<file path="config.mk">
export PLATFORM = sky130hd
export DESIGN_NAME = old_core
export DESIGN_NICKNAME = d
export VERILOG_FILES = /design/src/old_pkg.sv /design/src/old_core.sv
export SDC_FILE = /design/constraint.sdc
export NUM_CORES = 1
export LEC_CHECK = 0
export BUFFER_PORTS_ARGS = -buffer_cell sky130_fd_sc_hd__clkbuf_2
export CAP_MARGIN = 0
export CORE_AREA = 5 5 132 134
export CTS_BUF_LIST = sky130_fd_sc_hd__clkbuf_4
export CTS_CLUSTER_SIZE = 16
export DETAILED_ROUTE_END_ITERATION = 7
export DIE_AREA = 0 0 137 139
export GPL_TIMING_DRIVEN = 1
export PLACE_DENSITY_LB_ADDON = 0.15
export SYNTH_ARGS = -nofsm -noshare
export SYNTH_HDL_FRONTEND = slang
export SYNTH_SLANG_ARGS = --single-unit
</file>
<file path="constraint.sdc">
create_clock -name clk_in -period 3.9 [get_ports clk_in]
set_input_delay 0.585 -clock clk_in [delete_from_list [all_inputs] [get_ports clk_in]]
set_output_delay 0.585 -clock clk_in [all_outputs]
set_load 0.1 [all_outputs]
</file>
<file path="src/old_pkg.sv">
// Package with the register map, field layouts, codes and timing constants of the output logic and delay block.
package old_pkg;

    ////////////////////////////////////////////////////////////////////////////
    // Register byte addresses on the APB port.
    localparam logic [7:0] ADDR_CTRL   = 8'h00;
    localparam logic [7:0] ADDR_ASSIGN = 8'h04;
    localparam logic [7:0] ADDR_DLY0   = 8'h08;
    localparam logic [7:0] ADDR_STATUS = 8'h20;
    localparam int         NUM_DLY     = 6;
    localparam int         NUM_CHAN    = 3;
    localparam int         NUM_SRC     = 9;

    ////////////////////////////////////////////////////////////////////////////
    // Field layouts and reset values.
    localparam int         SEL_W       = 4;
    localparam int         DLY_W       = 10;
    localparam logic [3:0] SEL_LOG     = 4'h9;
    localparam logic [9:0] DLY_MAX     = 10'h3E8;
    localparam logic [9:0] DLY_ZERO    = 10'h000;
    localparam logic [3:0] OPA_RST     = 4'h0;
    localparam logic [3:0] OPB_RST     = 4'h1;
    localparam logic [3:0] ASSIGN_RST  = 4'h0;

    typedef enum logic [1:0] {
        OP_AND = 2'h0,
        OP_OR  = 2'h1,
        OP_XOR = 2'h2
    } old_op_e;

    typedef enum logic [1:0] {
        FC_RISE_STOP = 2'h0,
        FC_FALL_STOP = 2'h1,
        FC_RISE_ONLY = 2'h2
    } old_fc_e;

    typedef struct packed {
        logic [1:0] fc_resp;
        logic [1:0] op;
        logic [3:0] opb;
        logic [3:0] opa;
    } old_ctrl_s;

    typedef struct packed {
        logic [3:0] relay;
        logic [3:0] term2;
        logic [3:0] term1;
    } old_assign_s;

    localparam old_ctrl_s   CTRL_RST   = '{fc_resp: 2'h0, op: 2'h0, opb: OPB_RST, opa: OPA_RST};
    localparam old_assign_s ASSIGN_DEF = '{relay: ASSIGN_RST, term2: ASSIGN_RST, term1: ASSIGN_RST};

    ////////////////////////////////////////////////////////////////////////////
    // Timing: a 0.1 s tick from the 50 MHz clock, and a 1 s hold after fault clear.
    localparam longint CLK_PERIOD_NS  = 20;
    localparam longint TICK_PERIOD_NS = 100000000;
    localparam int     TICK_CYCLES    = int'(TICK_PERIOD_NS / CLK_PERIOD_NS);
    localparam longint HOLD_TIME_NS   = 1000000000;
    localparam logic [3:0] HOLD_TICKS = 4'(HOLD_TIME_NS / TICK_PERIOD_NS);

endpackage

</file>
<file path="src/old_core.sv">
// Output logic combiner, per-output transition delays, fault-clear handling and APB register file.
`timescale 1ns/1ps

// How it works
// - Each combiner operand is chosen independently from nine internal status inputs.
// - Operator code 00 is AND, 01 is OR, 02 is XOR.
// - Combined status follows the standard AND, OR and XOR truth tables.
// - Terminal 1, terminal 2 or relay may each take the combined status as source.
// - After reset operand A selects code 00, operand B code 01, operator 00.
// - Each of the three outputs has its own rise delay and fall delay.
// - Delays span 0.0 to 100.0 s in 0.1 s steps; zero means no delay.
// - Without fall delay, fault clear turns motor and status outputs off together.
// - With a fall delay, an output stays on about one more second after fault clear.
// - Response 00 cancels trip on fault-clear rise and stops a running drive.
// - Response 01 cancels trip on fault-clear fall and stops a running drive.
// - Response 02 cancels trip on fault-clear rise and leaves a running drive alone.
module old_core #(
    parameter int TICK_CYCLES = old_pkg::TICK_CYCLES
) (
    input  wire logic        clk_in,
    input  wire logic        sys_rst_in,
    input  wire logic        psel_in,
    input  wire logic        penable_in,
    input  wire logic        pwrite_in,
    input  wire logic [7:0]  paddr_in,
    input  wire logic [31:0] pwdata_in,
    output logic      [31:0] prdata_out,
    output logic             pready_out,
    output logic             pslverr_out,
    input  wire logic [8:0]  status_in,
    input  wire logic        fault_clear_terminal_in,
    input  wire logic        trip_set_in,
    input  wire logic        drive_running_in,
    output logic             term1_out,
    output logic             term2_out,
    output logic             relay_out,
    output logic             motor_off_out,
    output logic             trip_out,
    output logic             stop_drive_out
);

    localparam int TW = $clog2(TICK_CYCLES);
    localparam logic [TW-1:0] TICK_LAST = TW'(TICK_CYCLES - 1);

    ////////////////////////////////////////////////////////////////////////////
    // Register file over APB.
    old_pkg::old_ctrl_s   ctrl_r;
    old_pkg::old_ctrl_s   ctrl_nxt;
    old_pkg::old_assign_s asg_r;
    old_pkg::old_assign_s asg_nxt;
    logic [9:0]           dly_r [old_pkg::NUM_DLY];
    logic [9:0]           dly_nxt [old_pkg::NUM_DLY];
    logic [31:0]          rdata_r;
    logic [31:0]          rdata_nxt;
    logic [31:0]          rsel;
    logic                 wr_acc;
    logic                 hit;
    logic                 log_r;
    logic                 log_nxt;
    logic [2:0]           pin_r;
    logic                 trip_r;
    logic                 fc_s2;
    logic [9:0]           wdly;

    assign wr_acc      = psel_in && penable_in && pwrite_in;
    assign pready_out  = 1'b1;
    assign pslverr_out = psel_in && penable_in && !hit;
    assign prdata_out  = rdata_r;
    // Writes above the top of range are clamped, since larger counts are not a valid setting.
    assign wdly        = (pwdata_in > 32'(old_pkg::DLY_MAX)) ? old_pkg::DLY_MAX : pwdata_in[9:0];

    always_comb begin
        ctrl_nxt  = ctrl_r;
        asg_nxt   = asg_r;
        rdata_nxt = rdata_r;
        rsel      = 32'h0000_0000;
        hit       = 1'b0;
        for (int k = 0; k < old_pkg::NUM_DLY; k++) begin
            dly_nxt[k] = dly_r[k];
            if (paddr_in == old_pkg::ADDR_DLY0 + 8'(4 * k)) begin
                hit        = 1'b1;
                rsel[9:0]  = dly_r[k];
                dly_nxt[k] = wr_acc ? wdly : dly_r[k];
            end
        end
        if (paddr_in == old_pkg::ADDR_CTRL) begin
            hit        = 1'b1;
            rsel[11:0] = ctrl_r;
            ctrl_nxt   = wr_acc ? old_pkg::old_ctrl_s'(pwdata_in[11:0]) : ctrl_r;
        end
        if (paddr_in == old_pkg::ADDR_ASSIGN) begin
            hit        = 1'b1;
            rsel[11:0] = asg_r;
            asg_nxt    = wr_acc ? old_pkg::old_assign_s'(pwdata_in[11:0]) : asg_r;
        end
        if (paddr_in == old_pkg::ADDR_STATUS) begin
            hit        = 1'b1;
            rsel[14:0] = {trip_r, fc_s2, pin_r, log_r, status_in};
        end
        // Read data is captured in the setup cycle so it stands from a flip-flop in the access cycle.
        if (psel_in && !penable_in) begin
            rdata_nxt = rsel;
        end
    end

    always_ff @(posedge clk_in) begin
        if (sys_rst_in) begin
            ctrl_r  <= old_pkg::CTRL_RST;
            asg_r   <= old_pkg::ASSIGN_DEF;
            rdata_r <= 32'h0000_0000;
            for (int k = 0; k < old_pkg::NUM_DLY; k++) begin
                dly_r[k] <= old_pkg::DLY_ZERO;
            end
        end else begin
            ctrl_r  <= ctrl_nxt;
            asg_r   <= asg_nxt;
            rdata_r <= rdata_nxt;
            for (int k = 0; k < old_pkg::NUM_DLY; k++) begin
                dly_r[k] <= dly_nxt[k];
            end
        end
    end

    ////////////////////////////////////////////////////////////////////////////
    // Combiner. Selections beyond the nine sources read as low.
    logic opa_v;
    logic opb_v;

    assign opa_v = (ctrl_r.opa < 4'(old_pkg::NUM_SRC)) ? status_in[ctrl_r.opa] : 1'b0;
    assign opb_v = (ctrl_r.opb < 4'(old_pkg::NUM_SRC)) ? status_in[ctrl_r.opb] : 1'b0;

    always_comb begin
        unique case (ctrl_r.op)
            old_pkg::OP_AND: log_nxt = opa_v & opb_v;
            old_pkg::OP_OR:  log_nxt = opa_v | opb_v;
            old_pkg::OP_XOR: log_nxt = opa_v ^ opb_v;
            default:         log_nxt = 1'b0;
        endcase
    end

    ////////////////////////////////////////////////////////////////////////////
    // Fault-clear pin synchroniser, tick and trip state.
    logic          fc_s1;
    logic          fc_d_r;
    logic          fc_rise;
    logic          fc_fall;
    logic [TW-1:0] tick_r;
    logic [TW-1:0] tick_nxt;
    logic          tick;
    logic          cancel;
    logic          trip_nxt;
    logic          stop_nxt;

    assign fc_rise = fc_s2 && !fc_d_r;
    assign fc_fall = !fc_s2 && fc_d_r;
    assign tick    = (tick_r == TICK_LAST);

    always_comb begin
        tick_nxt = tick ? '0 : tick_r + 1'b1;
        cancel   = (ctrl_r.fc_resp == old_pkg::FC_FALL_STOP) ? fc_fall : fc_rise;
        stop_nxt = cancel && drive_running_in && (ctrl_r.fc_resp != old_pkg::FC_RISE_ONLY);
        trip_nxt = cancel ? 1'b0 : trip_r;
        // A trip that arrives with the cancelling edge survives it.
        if (trip_set_in) begin
            trip_nxt = 1'b1;
        end
    end

    always_ff @(posedge clk_in) begin
        if (sys_rst_in) begin
            fc_s1  <= 1'b0;
            fc_s2  <= 1'b0;
            fc_d_r <= 1'b0;
            tick_r <= '0;
            trip_r <= 1'b0;
            log_r  <= 1'b0;
            stop_drive_out <= 1'b0;
            motor_off_out  <= 1'b0;
        end else begin
            fc_s1  <= fault_clear_terminal_in;
            fc_s2  <= fc_s1;
            fc_d_r <= fc_s2;
            tick_r <= tick_nxt;
            trip_r <= trip_nxt;
            log_r  <= log_nxt;
            stop_drive_out <= stop_nxt;
            motor_off_out  <= fc_d_r;
        end
    end

    assign trip_out = trip_r;

    ////////////////////////////////////////////////////////////////////////////
    // Output channels: 0 is terminal 1, 1 is terminal 2, 2 is the relay.
    logic [3:0] asg_v [old_pkg::NUM_CHAN];
    logic [2:0] src;
    logic [2:0] lvl_r;
    logic [2:0] lvl_nxt;
    logic [2:0] pend_r;
    logic [2:0] pend_nxt;
    logic [9:0] cnt_r [old_pkg::NUM_CHAN];
    logic [9:0] cnt_nxt [old_pkg::NUM_CHAN];
    logic [2:0] force_r;
    logic [2:0] force_nxt;
    logic [2:0] hold_r;
    logic [2:0] hold_nxt;
    logic [3:0] hcnt_r [old_pkg::NUM_CHAN];
    logic [3:0] hcnt_nxt [old_pkg::NUM_CHAN];
    logic [9:0] sel_dly [old_pkg::NUM_CHAN];

    assign asg_v[0] = asg_r.term1;
    assign asg_v[1] = asg_r.term2;
    assign asg_v[2] = asg_r.relay;

    always_comb begin
        for (int i = 0; i < old_pkg::NUM_CHAN; i++) begin
            if (asg_v[i] == old_pkg::SEL_LOG) begin
                src[i] = log_r;
            end else if (asg_v[i] < 4'(old_pkg::NUM_SRC)) begin
                src[i] = status_in[asg_v[i]];
            end else begin
                src[i] = 1'b0;
            end
            sel_dly[i]  = src[i] ? dly_r[2 * i] : dly_r[2 * i + 1];
            lvl_nxt[i]  = lvl_r[i];
            pend_nxt[i] = pend_r[i];
            cnt_nxt[i]  = cnt_r[i];
            if (src[i] == lvl_r[i]) begin
                pend_nxt[i] = 1'b0;
            end else if (!pend_r[i]) begin
                if (sel_dly[i] == old_pkg::DLY_ZERO) begin
                    lvl_nxt[i] = src[i];
                end else begin
                    pend_nxt[i] = 1'b1;
                    cnt_nxt[i]  = sel_dly[i];
                end
            end else if (tick) begin
                if (cnt_r[i] == 10'h001) begin
                    lvl_nxt[i]  = src[i];
                    pend_nxt[i] = 1'b0;
                end
                cnt_nxt[i] = cnt_r[i] - 10'h001;
            end
            // Fault clear forces the output off, after a hold when a fall delay is set.
            force_nxt[i] = force_r[i];
            hold_nxt[i]  = hold_r[i];
            hcnt_nxt[i]  = hcnt_r[i];
            if (!fc_s2) begin
                force_nxt[i] = 1'b0;
                hold_nxt[i]  = 1'b0;
            end else if (fc_rise) begin
                if (dly_r[2 * i + 1] == old_pkg::DLY_ZERO) begin
                    force_nxt[i] = 1'b1;
                end else begin
                    hold_nxt[i] = 1'b1;
                    hcnt_nxt[i] = old_pkg::HOLD_TICKS;
                end
            end else if (hold_r[i] && tick) begin
                if (hcnt_r[i] == 4'h1) begin
                    force_nxt[i] = 1'b1;
                    hold_nxt[i]  = 1'b0;
                end
                hcnt_nxt[i] = hcnt_r[i] - 4'h1;
            end
        end
    end

    always_ff @(posedge clk_in) begin
        if (sys_rst_in) begin
            lvl_r   <= 3'h0;
            pend_r  <= 3'h0;
            force_r <= 3'h0;
            hold_r  <= 3'h0;
            pin_r   <= 3'h0;
            for (int i = 0; i < old_pkg::NUM_CHAN; i++) begin
                cnt_r[i]  <= 10'h000;
                hcnt_r[i] <= 4'h0;
            end
        end else begin
            lvl_r   <= lvl_nxt;
            pend_r  <= pend_nxt;
            force_r <= force_nxt;
            hold_r  <= hold_nxt;
            pin_r   <= lvl_r & ~force_r;
            for (int i = 0; i < old_pkg::NUM_CHAN; i++) begin
                cnt_r[i]  <= cnt_nxt[i];
                hcnt_r[i] <= hcnt_nxt[i];
            end
        end
    end

    assign term1_out = pin_r[0];
    assign term2_out = pin_r[1];
    assign relay_out = pin_r[2];
endmodule

</file>
## Word level (Yosys, flattened, before mapping)

Memory sizes are Yosys's and may differ from the RTL's.
Index checks and enable logic that the tools add are counted.

| storage, ports and cells | value |
|---|---|
| register bits after elaboration | 84 |
| word-level logic and storage cells | 300 |
| output and inout port bits | 40 |
| RAM bits | 102 |
| memories | 3 |
| bits of input ports | 57 |

| cells by class | value |
|---|---|
| bitwise operators | 21 |
| $lt $le $gt $ge | 11 |
| eq/ne operators | 37 |
| add/sub/neg operators | 7 |
| reduce and logical (&&, ||, !) cells | 49 |
| muxes and demuxes | 143 |

Memories:

| memory | depth | bits a word | read ports | clocked after Yosys merged registers in | wr ports | line | RTL |
|---|---|---|---|---|---|---|---|
| dly_r | 6 | 10 | 6 | 0 | 6 | old_core.sv:51 | `logic [9:0] dly_r [old_pkg::NUM_DLY];` |
| cnt_r | 3 | 10 | 3 | 0 | 3 | old_core.sv:201 | `logic [9:0] cnt_r [old_pkg::NUM_CHAN];` |
| hcnt_r | 3 | 4 | 3 | 0 | 3 | old_core.sv:207 | `logic [3:0] hcnt_r [old_pkg::NUM_CHAN];` |

Operator list:

| cell | number |
|---|---|
| $mux 10 | 43 |
| $mux 1 | 76 |
| $logic_not 10->1 | 6 |
| $mux 4 | 15 |
| $eq 8x5->1 const B | 4 |
| $gt 32x10->1 const B | 1 |
| $eq 10x1->1 const B | 3 |
| $sub 10x1->10 const B | 3 |
| $lt 4x5->1 const B | 5 |
| $mux 12 | 2 |
| $add 23x1->23 const B | 1 |
| $eq 23x23->1 const B | 1 |
| $bmux 1 s4 | 5 |
| $lt 4x4->1 const B | 5 |
| $reduce_bool 2->1 | 10 |
| $reduce_and 3->1 | 6 |
| $eq 8x4->1 const B | 2 |
| $mux 15 | 1 |
| $ne 2x2->1 const B | 7 |
| $or 1x1->1 | 13 |
| $eq 4x1->1 const B | 3 |
| $eq 4x4->1 const B | 3 |
| $ne 2x1->1 const B | 6 |
| $reduce_and 4->1 | 3 |
| other kinds (18) | 44 |

## Longest topological paths before layout

Gate-level depths: netlist (run 1).

| logic depth | value |
|---|---|
| depth in word-level cells | 12 |
| gate-level depth with buffers | 9 |
| depth with buffers taken out | 9 |

## Worst setup path after synthesis (run 1)

Ideal clock, no wire load.

| timing | value |
|---|---|
| path kind | input to output |
| start point | input port paddr_in[2] |
| end point | output port pslverr_out |
| data required time | 3.315 ns |
| path buffers | 3 |
| path slack | 0.173 ns |
| data arrival time | 3.142 ns |
| cell stages on the path | 5 |
| path through | buf_1 > buf_1 > clkbuf_1 > o31ai_1 > a31oi_1 |

| on the way | value |
|---|---|
| longest elaborated chain between the ends | 12 |
| elaborated cells between the ends (all ways) | 20 |
| those cells by class | 8 x eq/ne; 9 x mux; 3 x reduce/logical |

RTL lines:

| item | line | RTL |
|---|---|---|
| start: declaration | old_core.sv:25 | `input wire logic [7:0] paddr_in,` |
| $eq 8x4->1 | old_core.sv:80 | `if (paddr_in == old_pkg::ADDR_DLY0 + 8'(4 * k)) begin` |
| $mux 1 (6 in a row) | old_core.sv:80 |  |
| $mux 1 | old_core.sv:86 | `if (paddr_in == old_pkg::ADDR_CTRL) begin` |
| $mux 1 | old_core.sv:91 | `if (paddr_in == old_pkg::ADDR_ASSIGN) begin` |
| $mux 1 (*) | old_core.sv:96 | `if (paddr_in == old_pkg::ADDR_STATUS) begin` |
| $logic_not 1->1 (*) | old_core.sv:67 | `assign pslverr_out = psel_in && penable_in && !hit;` |
| $logic_and 1x1->1 (*) | old_core.sv:67 |  |
| end: declaration | old_core.sv:29 | `output logic pslverr_out,` |

Every way passes the cells marked *; elsewhere a longest branch is shown, timed or not.

==> results of run 1 <==
per-stage QoR:
step | worst slack, ps | std cells
2_1_floorplan | 173 | 1299
3_3_place_gp | 882 | 1524
3_5_place_dp | 744 | 1524
4_1_cts | 852 | 1556
5_1_grt | 628 | 1557
6_report | 871 | 1557
worst paths after layout:
kind / startpoint / to / slack (ps) / cells after the start
worst min-delay path: trip_set_in / trip_out$_SDFFE_PP0P_ / 160 / 3
worst max-delay path: asg_r[4]$_SDFFE_PP0P_ / cnt_r[0][15]$_SDFFE_PP0P_ / 870 / 6
worst max register to register: asg_r[4]$_SDFFE_PP0P_ / cnt_r[0][15]$_SDFFE_PP0P_ / 870 / 6
worst min register to register: fc_s1$_SDFF_PP0_ / fc_s2$_SDFF_PP0_ / 460 / 1
per-layer routing:
metal	vias to the layer above	track usage [%]	share of wire [%]
met5	-	0	0
met4	0	10.3	3.0
met3	81	7.26	9.8
met2	482	46.7	46
met1	4600	43.1	41
li1	4779	-	-
critical path, stage by stage (launching register included):
cell	delay, ps
dfxtp_1	530
mux4_2	600
nor3b_1	190
a31oi_4	450
mux2i_1	620
nand2_1	210
o32ai_1	320
flip-flops by register name, indices dropped and copies added, names as in the netlist, 3 cells and up:
register    count
asg_r          12
cnt_r          30
ctrl_r         12
dly_r          60
force_r         3
hcnt_r         12
hold_r          3
lvl_r           3
pend_r          3
pin_r           3
prdata_out     15
tick_r         23
kinds of logic after synthesis:
kind of cell               Yosys count
and+or+nand+nor                    517
AOI/OAI and AO/OA                  344
DFF                                186
buffers and inverters              129
muxes                               64
xor gates and xnor gates            26
adders and majority gates           15
other                                2
Yosys cell counts, types with 12 or more instances:
| library cell | instances |
|---|---|
| and3_1 | 18 |
| inv_1 | 30 |
| o22ai_1 | 20 |
| o2111ai_1 | 12 |
| nor3_1 | 27 |
| o21ai_0 | 46 |
| nor2_1 | 141 |
| or3_1 | 14 |
| clkbuf_1 | 53 |
| nor2b_1 | 18 |
| ha_1 | 15 |
| mux2i_1 | 25 |
| nor4_1 | 23 |
| buf_4 | 20 |
| nand3_1 | 75 |
| a211oi_1 | 46 |
| nand4_1 | 18 |
| o31ai_1 | 16 |
| nand2_1 | 139 |
| buf_2 | 16 |
| dfxtp_1 | 186 |
| a21oi_1 | 108 |
| xnor2_1 | 17 |
| mux2_2 | 30 |
area by class of cell:
type | count | share of cell area (%)
Multi-Input combinational cell | 984 | 54.8
Clock buffer | 17 | 1.15
Timing Repair Buffer | 102 | 5.17
Tap cell | 220 | 2.48
Clock inverter | 15 | 1.72
Sequential cell | 186 | 33.6
Antenna cell | 1 | 0.0226
Inverter | 32 | 1.08
power by group through the flow:
| stage | Clock [mW] | Combinational [mW] | Sequential [mW] |
|---|---|---|---|
| after detailed placement | 0 | 0.394 | 1.98 |
| final | 1.18 | 0.399 | 1.94 |
| after CTS | 1.20 | 0.394 | 1.94 |
| after floorplan | 0 | 0.277 | 2.01 |
| after global placement | 0 | 0.390 | 1.98 |
| after global routing | 1.28 | 0.426 | 1.95 |
==> run metrics, run 1 <==
WS Path Type=reg -> reg; routed wire length per instance=about 19 um; clk slew on worst S/H paths=160 ps; DRT Wirelength=between 20000 and 30000 um; via-per-instance ratio=6.39; EDFF count, synth=0; commonest non-fill, non-tap cells in the layout=186 x dfxtp_1, 141 x nor2_1, 139 x nand2_1; CTS Hold Bufs=0; Yosys top cell by area=dfxtp_1; adder-cell share of the synthesized area=~1.8%; mux contribution to synthesized area=approximately 7.5%; Routed Antenna Nets=0; pwr dens=318 mW/mm2; port bufs=78; VDD IR max=0.000223 V; xor and xnor area share after synthesis=between 2 and 2.5%; CP Capture Type=flip-flop; core footprint=approximately 0.016 mm2; RePlAce Congestion=between 0.9 and 1; postcts setup bufs=0; FP Rows=47; total negative slack=0 ps; clk root buf=clkbuf_4; synth warn=0; fin util=68.5%; antenna violations before repair=1; first-pass GRT wire length=47200 um; synthesis-stage register bit count=between 150 and 200; Min Hold Slack=approximately 160 ps; Period Utilization, post-route=around 78%; Max Slew Vio Count=0; die width=roughly 140 um; CP Max Fanout=14; crit start category=flip-flop; distinct cell type count after synthesis=77; total grt overflow=0; CTS tree=built; Clock Skew=19.8 ps; DP Area=0.0108 mm2; synth-to-layout area growth=7.50%; filler instances=~1400; detailed-route via count=9942; Pwr Total=between 3 and 4 mW; Clock Path Buffers=2; Final Setup Violations=0; most common cell after layout, fill and taps aside=dfxtp_1; post-route cell area=roughly 0.011 mm2; CTS buffer count=17; RSZ-0062 raised after global routing=false; DPL Wire Length=~21000 um; Area contributors post-synth=dfxtp_1 36%, a21oi_1 5.2%, nor2_1 5.1%, nand2_1 5.1%, nand3_1 3.6%; Sw Ratio=29.7%; PostCTS Resize Cnt=0; reported max-cap violation count=0; die height=~140 um; share of cells above drive strength 1=14.7%; Async SR Flop Fraction=0%; worst min path class=in -> reg; Sink Count=186; largest net degree at the start of global routing=61; Max Freq=330 MHz; leakage=between 3 and 4 nW; Multi-input gate area=roughly 0.0061 mm2; 1st-iter DRT viols=990; post-synthesis cell count=~1300; top cell type's share of synthesized area=36.1%; Worst Path Required=between 4000 and 5000 ps; largest family of logic cells by synthesized area=simple AND/OR/NAND/NOR gates; sw power=1.05 mW; Compound-Gate Fraction of Synth Area=22.4%; router iterations before antenna repair=6; fin crit period=approximately 3000 ps; Syn Area/Cell=around 8 um2; Initial Utilization=between 60% and 70%; die footprint=0.0190 mm2; Post-route DRC=0; run status=finished, final reports clean; Slew HR=31.9%; mapped cell area=between 0.01 and 0.015 mm2; Pint=2.48 mW; Synth Area in Simple Gates=24.1%; sequential element share of the synthesized area=36.1%; Seq. cell area=between 0.003 and 0.004 mm2; Nets=1395; clk_lat worst skew=between 600 and 700 ps; io pins=a little under 100; sequential share of power=approximately 55%; Fin. Hold Viols=0; Gate power share=~11%; number of global-route vias before repair=a little over 9000; Clk pwr share=between 30% and 40%; Post-synth top flop=dfxtp_1; Worst Tran Pin Value=around 1000 ps; overall global routing resource usage=a little under a third; WP data arrival=~3600 ps; CTS H-tree lvls=4
Power figures use the tool's default switching activity.
==> run 2: changes to the inputs <==
--- a/config.mk
+++ b/config.mk
@@ -5,13 +5,14 @@
 export SDC_FILE = /design/constraint.sdc
 export NUM_CORES = 1
 export LEC_CHECK = 0
+export ABC_AREA = 1
 export BUFFER_PORTS_ARGS = -buffer_cell sky130_fd_sc_hd__clkbuf_2
 export CAP_MARGIN = 0
-export CORE_AREA = 5 5 132 134
+export CORE_AREA = 5 5 137 139
 export CTS_BUF_LIST = sky130_fd_sc_hd__clkbuf_4
 export CTS_CLUSTER_SIZE = 16
 export DETAILED_ROUTE_END_ITERATION = 7
-export DIE_AREA = 0 0 137 139
+export DIE_AREA = 0 0 142 144
 export GPL_TIMING_DRIVEN = 1
 export PLACE_DENSITY_LB_ADDON = 0.15
 export SYNTH_ARGS = -nofsm -noshare
==> constraint.sdc (replaced) <==
create_clock -name clk_in -period 2.9 [get_ports clk_in]
set_input_delay 0.435 -clock clk_in [delete_from_list [all_inputs] [get_ports clk_in]]
set_output_delay 0.435 -clock clk_in [all_outputs]
set_load 0.1 [all_outputs]
==> run metrics, run 2 <==
run status=finished, final reports clean; commonest non-fill, non-tap cells in the layout=300 x nand2_1, 222 x inv_1, 186 x a21oi_1, 186 x dfxtp_1, 168 x nor2_1; most frequent cells after synthesis=300 x nand2_1, 222 x inv_1, 186 x a21oi_1, 186 x dfxtp_1, 168 x nor2_1; synth-to-layout area growth=7.21%; max reg flops=60 (unchanged); RSZ-0062 raised after global routing=false; fin crit period=~2500 ps; detailed-route via count=10700 (+7.9%); Nets=1739 (+25%); total negative slack=0 ps (unchanged); Worst Setup EP=pslverr_out; Seq. cell area=0.00372 mm2 (unchanged); VDD IR max=0.000346 V (+55%); Worst Path Required=2470 ps (-1950 ps); Multi-input gate area=0.00567 mm2 (-6.5%); most common cell after layout, fill and taps aside=nand2_1; largest net degree at the start of global routing=71 (+16%); mapped cell area=0.0106 mm2 (+2.9%); router iterations before antenna repair=5 (-1); Post-route DRC=0 (unchanged); reg2reg start=tick_r[0]$_SDFF_PP0_; FP Rows=49 (+4.3%); Finished Layout Cells=1911 (+23%); WP data arrival=2020 ps (-1530 ps); EDFF count, synth=0 (unchanged); number of global-route vias before repair=9940 (+9.4%); 1st-iter DRT viols=851 (-14%); placed cell count=1876 (+23%); Yosys top cell by area=dfxtp_1; DPL Wire Length=22000 um (+4.8%); Max Slew Vio Count=0 (unchanged); Clock Path Buffers=2 (unchanged); Async SR Flop Fraction=0% (unchanged); Clock Skew=23.8 ps (+4.03 ps); distinct cell type count after synthesis=49 (-36%); Fin. Hold Viols=0 (unchanged); Area contributors post-synth=dfxtp_1 35%, nand2_1 11%, a21oi_1 8.8%, inv_1 7.9%, o21ai_0 6.4%; port bufs=78 (unchanged); Biggest register=dly_r; CTS tree=built; post-synthesis cell count=1605 (+25%); Period Utilization, post-route=between 80% and 90%; CTS buffer count=17 (unchanged); overall global routing resource usage=28.9% (-1.9 points); via-per-instance ratio=5.62 (-12%); crit start category=input port; Routed Antenna Nets=0 (unchanged); count leader, synth=nand2_1; Sw Ratio=34.9% (+5.1 points); die width=142 um (+3.6%); Clk pwr share=27.0% (-6.5 points); Reg-to-Reg End=hcnt_r[0][10]$_SDFFE_PP0P_; Slew HR=54.1% (+22 points); Setup WS pre-CTS=479 ps (-265 ps); routed wire length per instance=15.4 um (-18%); WS Path Type=in -> out; clk_lat worst skew=610 ps (about the same); Pint=3.30 mW (+34%); biggest regs=dly_r (60), cnt_r (30), tick_r (23); die height=144 um (+3.6%); final worst slack=444 ps (-427 ps); pwr dens=446 mW/mm2 (+40%); CTS H-tree lvls=4 (unchanged); total grt overflow=0 (unchanged); Min Hold Slack=31.5 ps (-126 ps); DRT Wirelength=29500 um (+1.1%); io pins=97 (unchanged); leakage=5.04 nW (+30%); RePlAce Congestion=0.958 (+1.2%); Gate power share=19.5% (+8.2 points); Critical path origin=paddr_in[5]; first-pass GRT wire length=48100 um (+1.8%); Initial Utilization=60.5% (-3.3 points); filler instances=1676 (+22%); synthesis-stage register bit count=186 (unchanged); top cell type's share of synthesized area=35.1% (-1.0 points); Sink Count=186 (unchanged); clk slew on worst S/H paths=150 ps (about the same); die footprint=0.0204 mm2 (+7.4%); CP Max Fanout=10 (-4); reported max-cap violation count=0 (unchanged); worst r2r path cells=11 (+5); synth warn=0 (unchanged); Post-synth top flop=dfxtp_1; CP Capture Type=primary output; antenna violations before repair=2 (+1); Syn Area/Cell=6.61 um2 (-18%); FF-to-FF setup slack=520 ps (-350 ps); sequential share of power=53.5% (-1.6 points); share of cells above drive strength 1=11.1% (-3.5 points); worst min path class=in -> reg; sequential element share of the synthesized area=35.1% (-1.0 points); core footprint=0.0175 mm2 (+8.4%); sw power=1.77 mW (+69%); Worst Tran Pin Value=689 ps (-330 ps); clk root buf=clkbuf_4; Max Freq=roughly 400 MHz; Final Setup Violations=0 (unchanged)
==> run 2: cell count changes after synthesis, moves of 27 or more <==
cell and delta:
a21oi_1 +78, o21ai_0 +89, nand2_1 +161, nor2_1 +27, inv_1 +192, a211oi_1 -45, mux2_2 -30, nand4_1 +30
==> run 2: power groups by stage <==
stage               combinational (mW)  sequential, mW  clock (mW)
finish                           0.991            2.71        1.37
global route                      1.11            2.72        1.49
CTS                              0.986            2.71        1.40
detailed placement               0.981            2.77           0
global placement                 0.961            2.77           0
floorplan                        0.746            2.81           0
==> run 2: cell type report <==
cell class	count	share of cell area, %
Multi-Input combinational cell	1133	49.9
Sequential cell	186	32.8
Inverter	232	7.68
Timing Repair Buffer	97	4.73
Tap cell	229	2.52
Clock inverter	15	1.22
Clock buffer	17	1.12
Antenna cell	2	0.0440
==> run 2: per-stage QoR <==
step	cell area (um2)	power (mW)	utilization, %
2_1_floorplan	10700	3.56	-
3_3_place_gp	11100	3.73	63.2
3_5_place_dp	11100	3.75	63.2
4_1_cts	11400	5.10	64.8
5_1_grt	11400	5.33	64.8
6_report	11400	5.07	64.8
==> run 2: cell families after synthesis <==
logic type	synth area share, %
and+or+nand+nor	30.3
xor gates and xnor gates	1.40
DFF	35.1
AOI/OAI and AO/OA	19.3
buffers and inverters	12.0
adders and majority gates	1.77
other	0.0708
==> run 2: how the worst min path moves through the flow <==
| stage | startpoint | to | depth (start not counted) |
|---|---|---|---|
| 2_1_floorplan | fc_s1$_SDFF_PP0_ | fc_s2$_SDFF_PP0_ | 2 |
| 3_3_place_gp | fc_s1$_SDFF_PP0_ | fc_s2$_SDFF_PP0_ | 2 |
| 3_5_place_dp | fc_s1$_SDFF_PP0_ | fc_s2$_SDFF_PP0_ | 2 |
| 4_1_cts | trip_set_in | trip_out$_SDFFE_PP0P_ | 3 |
| 5_1_grt | trip_set_in | trip_out$_SDFFE_PP0P_ | 3 |
| 6_report | trip_set_in | trip_out$_SDFFE_PP0P_ | 3 |
==> run 2: critical path, cell delays in order <==
cell and delay, ps:
clkbuf_2 80, inv_1 50, nand3_1 130, inv_1 70
nand2_1 270, inv_1 180, nor3_1 180, nand3_1 110
nor3_2 190, buf_4 330
==> run 2: metal layers <==
metal,vias up,wire length [um],global-route usage [%]
met4,2,857,11.0
met5,-,12,0
li1,5390,-,-
met1,4861,12700,36.6
met3,68,2150,5.99
met2,411,13800,48.8
==> run 2: what timing repair did <==
item,CTS,global route
buffers inserted,0,0
hold endpoints to repair,1,0
resized for setup,0,0
hold buffers,1,0
